==> src/logic/atsd_pkg.sv <==
// package: register map, field layout and timing constants for the trim/swap/dither bank
package atsd_pkg;

  // ----------------------------------------------------------------
  // register indices (printed offsets) and byte addresses
  // ----------------------------------------------------------------
  localparam logic [9:0]  IDX_TERM_TRIM      = 10'h081;
  localparam logic [9:0]  IDX_SRC_OVERLAP    = 10'h09A;
  localparam logic [9:0]  IDX_STEER_DELAY    = 10'h09B;
  localparam logic [9:0]  IDX_DITHER_CTRL    = 10'h09D;
  localparam int          ADDR_WIDTH         = 12;

  // ----------------------------------------------------------------
  // reset values and field positions
  // ----------------------------------------------------------------
  localparam logic [7:0]  RST_TERM_TRIM      = 8'h00;
  localparam logic [7:0]  RST_SRC_OVERLAP    = 8'h08;
  localparam logic [7:0]  RST_STEER_DELAY    = 8'h07;
  localparam logic [7:0]  RST_DITHER_CTRL    = 8'h00;
  localparam int          DELAY_FIELD_MSB    = 4;
  localparam int          DITH_EN_BIT        = 0;
  localparam int          DITH_AMP_BIT       = 1;
  localparam int          DITH_ERR_BIT       = 2;

  // ----------------------------------------------------------------
  // swap timing: overlap = base + 2 * field, in sample-clock cycles
  // ----------------------------------------------------------------
  localparam logic [6:0]  OVERLAP_BASE       = 7'h04;
  localparam logic [1:0]  AXI_RESP_OKAY      = 2'h0;
  localparam logic [1:0]  AXI_RESP_SLVERR    = 2'h2;

  // ----------------------------------------------------------------
  // carriers
  // ----------------------------------------------------------------
  typedef struct packed {
    logic              awvalid;
    logic [ADDR_WIDTH-1:0] awaddr;
    logic              wvalid;
    logic [31:0]       wdata;
    logic [3:0]        wstrb;
    logic              bready;
    logic              arvalid;
    logic [ADDR_WIDTH-1:0] araddr;
    logic              rready;
  } atsd_axi_req_type;

  typedef struct packed {
    logic              awready;
    logic              wready;
    logic              bvalid;
    logic [1:0]        bresp;
    logic              arready;
    logic              rvalid;
    logic [31:0]       rdata;
    logic [1:0]        rresp;
  } atsd_axi_rsp_type;

  typedef struct packed {
    logic [7:0]        term_trim;
    logic [4:0]        swap_source_overlap_delay;
    logic [4:0]        swap_steering_select_delay;
    logic              dither_enable;
    logic              dither_amplitude_select;
    logic              dither_rounding_error_select;
  } atsd_cfg_type;

  typedef enum logic [1:0] {
    SWAP_IDLE    = 2'b00,
    SWAP_OVERLAP = 2'b01,
    SWAP_STEER   = 2'b10
  } atsd_swap_state_type;

  // byte address -> register index, or all-ones if unmapped
  function automatic logic [2:0] atsd_decode(input logic [ADDR_WIDTH-1:0] addr);
    logic [9:0] idx;
    idx = addr[ADDR_WIDTH-1:2];
    if (addr[1:0] != 2'h0)
      atsd_decode = 3'h7;
    else if (idx == IDX_TERM_TRIM)
      atsd_decode = 3'h0;
    else if (idx == IDX_SRC_OVERLAP)
      atsd_decode = 3'h1;
    else if (idx == IDX_STEER_DELAY)
      atsd_decode = 3'h2;
    else if (idx == IDX_DITHER_CTRL)
      atsd_decode = 3'h3;
    else
      atsd_decode = 3'h7;
  endfunction

endpackage

==> src/logic/atsd_delay_line.sv <==
// programmable delay of the steering select, in sample-clock cycles
`timescale 1ns/1ps
module atsd_delay_line #(
  parameter int DEPTH = 32
) (
  // clock and reset
  input  wire logic       clk,
  input  wire logic       rst_n,
  // control
  input  wire logic       swap_active,
  input  wire logic [4:0] delay,
  input  wire logic       sel_in,
  // result
  output logic            sel_out
);
  import atsd_pkg::*;

  logic [DEPTH-1:0] tap;

  // ----------------------------------------------------------------
  // shift register of select history
  // ----------------------------------------------------------------
  always_ff @(posedge clk)
  begin
    if (!rst_n)
      tap <= '0;
    else
      tap <= {tap[DEPTH-2:0], sel_in};
  end

  // delay only during swaps; otherwise the select passes straight
  always_ff @(posedge clk)
  begin
    if (!rst_n)
      sel_out <= 1'b0;
    else if (!swap_active || delay == 5'h00)
      sel_out <= sel_in;
    else
      sel_out <= tap[delay - 5'h01];
  end

endmodule // atsd_delay_line

==> src/logic/atsd_swap_seq.sv <==
// swap sequencer: overlap window then delayed stream changeover
`timescale 1ns/1ps
module atsd_swap_seq (
  // clock and reset
  input  wire logic       clk,
  input  wire logic       rst_n,
  // control
  input  wire logic       swap_request,
  input  wire logic [4:0] overlap_delay,
  // status
  output logic            both_cores_sampling,
  output logic            swap_active,
  output logic            steer_raw
);
  import atsd_pkg::*;

  atsd_swap_state_type state;
  logic [6:0]          count;
  logic [6:0]          overlap_len;

  assign overlap_len = OVERLAP_BASE + {1'b0, overlap_delay, 1'b0};

  // ----------------------------------------------------------------
  // sequencer
  // ----------------------------------------------------------------
  always_ff @(posedge clk)
  begin
    if (!rst_n)
    begin
      state     <= SWAP_IDLE;
      count     <= 7'h00;
      steer_raw <= 1'b0;
    end
    else
    begin
      case (state)
        SWAP_IDLE:
        begin
          if (swap_request)
          begin
            state <= SWAP_OVERLAP;
            count <= overlap_len;
          end
        end
        SWAP_OVERLAP:
        begin
          if (count == 7'h01)
          begin
            state     <= SWAP_STEER;
            steer_raw <= ~steer_raw;
          end
          count <= count - 7'h01;
        end
        SWAP_STEER:
          state <= SWAP_IDLE;
        default:
          state <= SWAP_IDLE;
      endcase
    end
  end

  // overlap lasts exactly overlap_len cycles
  assign both_cores_sampling = (state == SWAP_OVERLAP);
  assign swap_active         = (state != SWAP_IDLE);

endmodule // atsd_swap_seq

==> src/logic/atsd_regs.sv <==
// trim, swap timing and dither register bank with AXI4-Lite slave
//
// Functional notes
// - eight-bit read/write termination trim for input pair four drives trim output directly
// - trim loads from fuse value after reset; readable and overwritable
// - both cores sample together for four plus twice overlap field; field resets eight
// - overlap field accepts any value zero through thirty-one
// - five-bit steering delay, reset seven, applied only during swaps
// - delayed steering select drives core-to-encoder multiplexers
// - steering delay field accepts any value zero through thirty-one
// - dither control bit zero enables dither; resets clear
// - dither control bit one picks small or large dither amplitude
// - dither control bit two picks rounding error into noise or offset/spurs
//
// The implementer's own choice: the AXI4-Lite slave port.
`timescale 1ns/1ps
module atsd_regs (
  // clock and reset
  input  wire logic                       clk,
  input  wire logic                       rst_n,
  // register bus
  input  wire atsd_pkg::atsd_axi_req_type axi_req,
  output atsd_pkg::atsd_axi_rsp_type      axi_rsp,
  // fuse storage
  input  wire logic                       fuse_valid,
  input  wire logic [7:0]                 fuse_term_trim,
  // swap sequencing
  input  wire logic                       swap_request,
  input  wire logic                       steer_select_in,
  output logic                            both_cores_sampling,
  output logic                            swap_active,
  output logic                            steer_select,
  // configuration out
  output atsd_pkg::atsd_cfg_type          cfg
);
  import atsd_pkg::*;

  // ----------------------------------------------------------------
  // register storage
  // ----------------------------------------------------------------
  logic [7:0] term_trim;
  logic [7:0] src_overlap;
  logic [7:0] steer_delay;
  logic [7:0] dither_ctrl;
  logic       fuse_loaded;

  // ----------------------------------------------------------------
  // write channel capture
  // ----------------------------------------------------------------
  logic                  aw_held;
  logic                  w_held;
  logic [ADDR_WIDTH-1:0] aw_addr;
  logic [7:0]            w_byte;
  logic                  w_lane0;
  logic                  bvalid;
  logic [1:0]            bresp;
  logic                  do_write;
  logic [2:0]            wr_sel;

  assign axi_rsp.awready = !aw_held && !bvalid;
  assign axi_rsp.wready  = !w_held && !bvalid;
  assign axi_rsp.bvalid  = bvalid;
  assign axi_rsp.bresp   = bresp;

  always_ff @(posedge clk)
  begin
    if (!rst_n)
    begin
      aw_held <= 1'b0;
      aw_addr <= '0;
    end
    else if (axi_req.awvalid && axi_rsp.awready)
    begin
      aw_held <= 1'b1;
      aw_addr <= axi_req.awaddr;
    end
    else if (do_write)
      aw_held <= 1'b0;
  end

  always_ff @(posedge clk)
  begin
    if (!rst_n)
    begin
      w_held  <= 1'b0;
      w_byte  <= 8'h00;
      w_lane0 <= 1'b0;
    end
    else if (axi_req.wvalid && axi_rsp.wready)
    begin
      w_held  <= 1'b1;
      w_byte  <= axi_req.wdata[7:0];
      w_lane0 <= axi_req.wstrb[0];
    end
    else if (do_write)
      w_held <= 1'b0;
  end

  // commit once both halves are captured
  assign do_write = aw_held && w_held;
  assign wr_sel   = atsd_decode(aw_addr);

  always_ff @(posedge clk)
  begin
    if (!rst_n)
    begin
      bvalid <= 1'b0;
      bresp  <= AXI_RESP_OKAY;
    end
    else if (do_write)
    begin
      bvalid <= 1'b1;
      bresp  <= (wr_sel == 3'h7) ? AXI_RESP_SLVERR : AXI_RESP_OKAY;
    end
    else if (axi_req.bready)
      bvalid <= 1'b0;
  end

  // ----------------------------------------------------------------
  // fuse load
  // ----------------------------------------------------------------
  // fuse data may arrive late; a software write before it lands wins
  always_ff @(posedge clk)
  begin
    if (!rst_n)
      fuse_loaded <= 1'b0;
    else if (fuse_valid || (do_write && wr_sel == 3'h0 && w_lane0))
      fuse_loaded <= 1'b1;
  end

  // ----------------------------------------------------------------
  // registers
  // ----------------------------------------------------------------
  always_ff @(posedge clk)
  begin
    if (!rst_n)
      term_trim <= RST_TERM_TRIM;
    else if (do_write && wr_sel == 3'h0 && w_lane0)
      term_trim <= w_byte;
    else if (!fuse_loaded && fuse_valid)
      term_trim <= fuse_term_trim;
  end

  // full byte stored, reserved bits too; any 0..31 accepted
  always_ff @(posedge clk)
  begin
    if (!rst_n)
      src_overlap <= RST_SRC_OVERLAP;
    else if (do_write && wr_sel == 3'h1 && w_lane0)
      src_overlap <= w_byte;
  end

  always_ff @(posedge clk)
  begin
    if (!rst_n)
      steer_delay <= RST_STEER_DELAY;
    else if (do_write && wr_sel == 3'h2 && w_lane0)
      steer_delay <= w_byte;
  end

  always_ff @(posedge clk)
  begin
    if (!rst_n)
      dither_ctrl <= RST_DITHER_CTRL;
    else if (do_write && wr_sel == 3'h3 && w_lane0)
      dither_ctrl <= w_byte;
  end

  // ----------------------------------------------------------------
  // read channel
  // ----------------------------------------------------------------
  logic        rvalid;
  logic [31:0] rdata;
  logic [1:0]  rresp;
  logic [2:0]  rd_sel;
  logic [7:0]  rd_byte;

  assign axi_rsp.arready = !rvalid;
  assign axi_rsp.rvalid  = rvalid;
  assign axi_rsp.rdata   = rdata;
  assign axi_rsp.rresp   = rresp;
  assign rd_sel          = atsd_decode(axi_req.araddr);

  // reserved bits read back as stored
  always_comb
  begin
    case (rd_sel)
      3'h0:    rd_byte = term_trim;
      3'h1:    rd_byte = src_overlap;
      3'h2:    rd_byte = steer_delay;
      3'h3:    rd_byte = dither_ctrl;
      default: rd_byte = 8'h00;
    endcase
  end

  always_ff @(posedge clk)
  begin
    if (!rst_n)
    begin
      rvalid <= 1'b0;
      rdata  <= 32'h00000000;
      rresp  <= AXI_RESP_OKAY;
    end
    else if (axi_req.arvalid && axi_rsp.arready)
    begin
      rvalid <= 1'b1;
      rdata  <= {24'h000000, rd_byte};
      rresp  <= (rd_sel == 3'h7) ? AXI_RESP_SLVERR : AXI_RESP_OKAY;
    end
    else if (axi_req.rready)
      rvalid <= 1'b0;
  end

  // ----------------------------------------------------------------
  // configuration outputs
  // ----------------------------------------------------------------
  // fields come straight from storage; reserved bits are not decoded
  assign cfg.term_trim                    = term_trim;
  assign cfg.swap_source_overlap_delay    = src_overlap[DELAY_FIELD_MSB:0];
  assign cfg.swap_steering_select_delay   = steer_delay[DELAY_FIELD_MSB:0];
  assign cfg.dither_enable                = dither_ctrl[DITH_EN_BIT];
  assign cfg.dither_amplitude_select      = dither_ctrl[DITH_AMP_BIT];
  assign cfg.dither_rounding_error_select = dither_ctrl[DITH_ERR_BIT];

  // ----------------------------------------------------------------
  // swap sequencing and steering delay
  // ----------------------------------------------------------------
  // overlap field is assumed stable: software only moves it with calibration off
  atsd_swap_seq u_swap_seq (
    .clk                 (clk),
    .rst_n               (rst_n),
    .swap_request        (swap_request),
    .overlap_delay       (src_overlap[DELAY_FIELD_MSB:0]),
    .both_cores_sampling (both_cores_sampling),
    .swap_active         (swap_active),
    .steer_raw           ()
  );

  // delayed select steers core outputs to encoders
  atsd_delay_line #(
    .DEPTH (32)
  ) u_delay_line (
    .clk         (clk),
    .rst_n       (rst_n),
    .swap_active (swap_active),
    .delay       (steer_delay[DELAY_FIELD_MSB:0]),
    .sel_in      (steer_select_in),
    .sel_out     (steer_select)
  );

endmodule // atsd_regs

==> config.mk <==
export PLATFORM = sky130hd
export DESIGN_NAME = atsd_regs
export DESIGN_NICKNAME = d
export VERILOG_FILES = /design/src/logic/atsd_pkg.sv /design/src/logic/atsd_delay_line.sv /design/src/logic/atsd_swap_seq.sv /design/src/logic/atsd_regs.sv
export SDC_FILE = /design/constraint.sdc
export NUM_CORES = 1
export LEC_CHECK = 0
export ABC_AREA = 1
export ABC_CLOCK_PERIOD_IN_PS = 2500
export BUFFER_PORTS_ARGS = -buffer_cell sky130_fd_sc_hd__buf_2
export CAP_MARGIN = 5
export CORE_MARGIN = 5
export CORE_UTILIZATION = 25
export CTS_BUF_LIST = sky130_fd_sc_hd__clkbuf_8
export DETAILED_ROUTE_END_ITERATION = 12
export MAX_ROUTING_LAYER = met4
export PLACE_DENSITY_LB_ADDON = 0.25
export SETUP_SLACK_MARGIN = 0.4
export SYNTH_ARGS = -nofsm -noshare
export SYNTH_HDL_FRONTEND = slang
export SYNTH_SLANG_ARGS = --single-unit
export TNS_END_PERCENT = 50
==> constraint.sdc <==
create_clock -name clk -period 2.5 [get_ports clk]
set_input_delay 0 -clock clk [delete_from_list [all_inputs] [get_ports clk]]
set_output_delay 0 -clock clk [all_outputs]
set_load 0.005 [all_outputs]
Word-level counts from Yosys, hierarchy flattened
Cells that the tools add are included.

word-level totals
  flip-flop bits (word level) = 112
  input port bits = 78
  output and inout bits = 65
  word-level logic and storage cells = 111

cells by class
  add/subtract/negate cells = 3
  order comparisons = 1
  equality and inequality tests = 20
  mux-type cells = 30
  reductions and logical operators = 38

operators by type and width
  kind                                                                          number
  10-bit by 8-bit equality test with 1-bit output, second input constant        8
  8-bit case mux with 4 select lines                                            1
  3-bit 2-to-1 mux                                                              10
  2-bit nonzero test                                                            9
  8-bit 2-to-1 mux                                                              2
  1-bit logical AND                                                             15
  7-bit case mux with 2 select lines                                            1
  3-bit by 2-bit equality test with 1-bit output, second input constant         4
  1-bit 2-to-1 mux                                                              9
  2-bit 2-to-1 mux                                                              4
  3-bit by 6-bit adder with 7-bit output, first input constant                  1
  7-bit by 1-bit equality test with 1-bit output, second input constant         1
  7-bit 2-to-1 mux                                                              1
  7-bit by 1-bit subtractor with 7-bit output, second input constant            1
  3-bit by 1-bit equality test with 1-bit output, second input constant         2
  3-bit equality test, second input constant                                    2
  1-bit logical NOT                                                             6
  3-bit logical NOT                                                             2
  5-bit by 6-bit less-than comparator with 1-bit output, second input constant  1
  1-bit binary-select mux with 5-bit select                                     1
  5-bit logical NOT                                                             1
  5-bit by 1-bit subtractor with 5-bit output, second input constant            1
  2-bit case mux with 2 select lines                                            1
  2-bit AND reduction                                                           2
  5 further kinds                                                               6

Logic depth before layout (Yosys ltp)
  depth after elaboration = 10
  gate-level depth with buffers = 12
  gate-level depth less buffers = 11

By module
Synthesis repeated with hierarchy kept, for this count alone.

second synthesis, totals
  cell total of the unflattened synthesis = 823
  area, all modules = 5655.4 sq um

modules (own cells, without submodules)
  module           instances  cells each  area an instance (sq um)  seq. area each (sq um)
  atsd_regs        1          514         3552.2                    1361.3
  atsd_delay_line  1          212         1467.7                    660.6
  atsd_swap_seq    1          97          635.6                     200.2

Worst setup path before layout
OpenSTA, ideal clock, no wires.

  kind = reg2reg
  start = register steer_delay[0]
  end = register u_delay_line.sel_out
  library setup time = 0.070 ns
  arrival time = 1.929 ns
  data required time = 2.430 ns
  path slack = 0.502 ns
  stages on the path, launching flop included = 12
  buffers on the path = 3
  period minus slack after synthesis = 1.998 ns
  path through = dfxtp_1 > buf_2 > inv_1 > clkbuf_1 > ha_1 > clkbuf_1 > o21ai_0 > o211ai_1 > o211ai_1 > nand3_1 > nand2_1 > a21oi_1

on the way
  longest elaborated chain between the ends = 4
  elaborated cells between the ends (all ways) = 6
  those cells by class = add/sub: 1; mux: 3; reduce/logical: 2

RTL lines
  item                                         RTL line               text
  from (decl)                                  atsd_regs.sv:43        logic [7:0] steer_delay;
  from (signal assigned)                       atsd_regs.sv:158       steer_delay <= w_byte;
  5-bit by 1-bit subtractor with 5-bit output  atsd_delay_line.sv:39  sel_out <= tap[delay - 5'h01];
  1-bit binary-select mux with 5-bit select    atsd_delay_line.sv:39
  1-bit 2-to-1 mux (not written as such)       atsd_delay_line.sv:39
  1-bit 2-to-1 mux *                           atsd_delay_line.sv:36  else if (!swap_active || delay == 5'h00)
  to (signal assigned)                         atsd_delay_line.sv:37  sel_out <= sel_in;
  to (signal assigned)                         atsd_delay_line.sv:39
  to (decl)                                    atsd_delay_line.sv:14  output logic sel_out

Every way passes the cells marked *; elsewhere a longest branch is shown, timed or not. The select of a mux whose other input is x is not followed.
A chain may end at the register's enable or synchronous reset.

Worst setup path in the final report
  start = register steer_delay[1]
  end = register u_delay_line.sel_out

The elaborated chain is that of the path after synthesis.

==> impl_results.md <==
* DP Cell Count at 1081
* Initial core utilization at 0.254
* Pin count of the biggest net entering global routing at 80
* CTS Buf Count at 9
* RSZ-0062 raised after global routing: no
* Core ar. at ~21000 µm²
* First-pass GRT wire length at ~23000 µm
* GPL Wtd Cong at roughly 0.82
* Worst min path class: input pin to flop
* Cell mode on critical path: o21ai_0
* Setup ws final at between 0.7 and 0.8 ns
* WL met3 at about 800 µm
* Status: finished, final reports clean
* Post-synthesis cell area at between 5000 and 6000 µm²
* DR WL/cell at about 13 µm
* Std cell rows at between 50 and 60
* CTS tree: done
* CP endpoint kind: flop
* Final HPWL DP at slightly above 10000 µm
* Headroom to the max-slew limit at 0.392
* Top Family by Delay on Critical Path: adder cells
* CTS clk-pin slew, worst paths at about 0.1 ns
* Peak VDD IR at about 0.28 mV
* Non-filler cells, final at roughly 1100
* Critical Path Max Stage Delay at 0.52 ns
* Synth warn at 0
* GRT overflow at 0
* Critical setup path kind: flop to flop
* Sequential Power Share at 0.564
* Layout cells sized above 1 at 0.156
* P_sw at around 0.00090 W
* Synth Register Bits at 110
* TNS Setup at 0 ns
* Leakage power at 3.00 nW
* Vias at around 4700
* Met2 Routed Length at between 6000 and 7000 µm
* Clk network pwr share at 0.316
* CP Buf/Inv Count at 1
* Nets at 928
* Crit start category: flop
* Die width at roughly 160 µm
* Drt drc at 0
* Finish-stage setup viols at 0
* Worst Path Max Fanout at 16
* Logic pwr share at 0.120
* PD cells at around 520 nW/µm²
* Yosys top cell area share at 0.411
* Initial antenna violation count at 0
* Seq/Total Area, Yosys at 0.411
* Main flop type after synthesis: dfxtp_1
* Fin. Hold Viols at 0
* Skew final at 0.0120 ns
* Clk buf depth at 2
* Async SR Flop Fraction at 0
* Top Metal Used: met4
* Tightest Pin Transition at 0.912 ns
* CTS Sinks at 110
* Die Area at about 24000 µm²
* Crit-path cells: inv_1 > ha_2 > nor2_1 > o21ai_0 > o21ai_0 > o211ai_1 > nand3_1 > nand2_1 > a21oi_1
* Die H at about 160 µm
* Crit path required time at 2.77 ns
* Number of distinct library cells after synthesis at 41
* Number of H-tree levels at 3
* Pins over their slew limit at 0
* GRT Total Usage at 0.121
* Mean Syn Cell Area at between 7 and 8 µm²
* M1 wire length at roughly 7100 µm
* Sw Ratio at 0.271
* Synth top area cells: dfxtp_1 41%, inv_1 7.8%, nand2_1 7.4%
* Antenna diodes at 0
* Crit share post-route at 0.719
* Number of flops mapped to enable cells by yosys at 0
* Yosys top cell by area: dfxtp_1
* Worst-Skew Late Latency at between 0.3 and 0.4 ns
* Vias in the first global route at ~4500
* First-pass DRT Iterations at 4
* Final ANT Viol Nets at 0
* Number of post-CTS setup repair buffers at 0
* IO Port Bufs at between 80 and 90
* Arr. time, crit path at 2.07 ns
* Fmax at about 560 MHz
* IO Count at 143
* Final WL at approximately 14000 µm
* Routed vias/inst at ~4.2
* Post-Place Worst Slack at roughly 0.62 ns
* Synth Instances at between 700 and 800
* Crit-path slowest cell: ha_2
* Root buffer cell: clkbuf_8
* Minimum clock period at 1.80 ns
* Drt first-iter violations at around 230
* Max Cap Violations at 0
* Area grow syn2layout at 18.0%
* Internal power at about 0.0024 W
[cells in the final DEF, fill, tap and decap left out, types with 4 or more instances in the layout]
master	netlist	routed
inv_1	111	113
dfxtp_1	110	110
nand2_1	106	106
nor2_1	104	104
buf_2	4	89
o21ai_0	62	62
a21oi_1	62	62
nand3_1	32	32
dlygate4sd3_1	0	28
conb_1	1	26
nor3_1	21	21
o21ai_1	19	19
clkbuf_8	0	12
o211ai_1	8	8
buf_4	41	6
nand3_2	4	4
xor2_1	4	4
xnor2_1	4	4
ha_1	5	4
[power by group through the flow]
stage / Combinational [W] / Clock, W / Sequential [W]
after floorplan: 0.000273 / 0 / 0.00189
after global placement: 0.000367 / 0 / 0.00191
after detailed placement: 0.000370 / 0 / 0.00191
after CTS: 0.000404 / 0.00109 / 0.00187
after global routing: 0.000461 / 0.00117 / 0.00188
final: 0.000396 / 0.00105 / 0.00187
[kinds of logic (layout without fill, tap and decap cells)]
group,Yosys count,count (layout),share of synthesized area
other cells,1,26,0.000700
flops,110,110,0.411
compound gates,161,161,0.160
fa+ha+maj,5,5,0.0117
simple gates,288,288,0.243
xor+xnor,8,8,0.0131
buf+inv,180,252,0.160
[per-layer routing]
layer,track usage,vias to the layer above
li1,-,2504
met1,0.161,2093
met2,0.186,98
met3,0.0288,7
met4,0.0310,0
met5,-,-
[sequential cells by signal, summed over array words and instances, names as in the netlist, 2 cells and up]
name / flops
aw_addr: 12
u_delay_line.tap: 32
term_trim: 8
dither_ctrl: 8
steer_delay: 8
rdata: 8
u_swap_seq.state: 2
src_overlap: 8
u_swap_seq.count: 7
w_byte: 8
[what timing repair did]
item	CTS	global route
gates resized for setup	0	1
hold buffers	28	0
endpoints found under the hold margin	29	0
endpoints found under the setup margin	0	1
[worst min-delay path, stage by stage]
cell     delay, ns
buf_2         0.09
nand3_1       0.08
nand2_1       0.06
o21ai_1       0.07
a21oi_1       0.06
[Yosys cell counts (5+ instances only)]
| cell | count |
|---|---|
| nor3_1 | 21 |
| o211ai_1 | 8 |
| nor2_1 | 104 |
| o21ai_0 | 62 |
| o21ai_1 | 19 |
| nand3_1 | 32 |
| dfxtp_1 | 110 |
| buf_4 | 41 |
| a21oi_1 | 62 |
| inv_1 | 111 |
| ha_1 | 5 |
| clkbuf_1 | 18 |
| nand2_1 | 106 |
[cell type report]
type	count	area [µm²]
multi-input combinational	488	2390
clock buffer	12	165
inverter	113	424
timing repair buffer	123	771
fill	2379	14800
tap	275	344
clock inverter	4	22.5
sequential	110	2200
[worst paths after layout]
kind,startpoint,depth (start not counted),endpoint,slack (ns)
max,steer_delay[1],9,u_delay_line.sel_out,0.70
min,fuse_term_trim[7],5,term_trim[7],0.01
max reg2reg,steer_delay[1],9,u_delay_line.sel_out,0.70
min reg2reg,u_delay_line.tap[22],2,u_delay_line.tap[23],0.42
[stage by stage]
stage	power (W)	hold WS, ns	utilization	instance area, µm²
6_report	0.00331	0.0102	0.300	6320
5_1_grt	0.00351	0.0376	0.300	6320
4_1_cts	0.00336	0.0120	0.300	6320
3_5_place_dp	0.00228	0.195	0.278	5850
3_3_place_gp	0.00228	0.196	0.278	5850
2_1_floorplan	0.00217	0.0935	-	5450
Note: power is estimated with default switching activity, not from simulation.
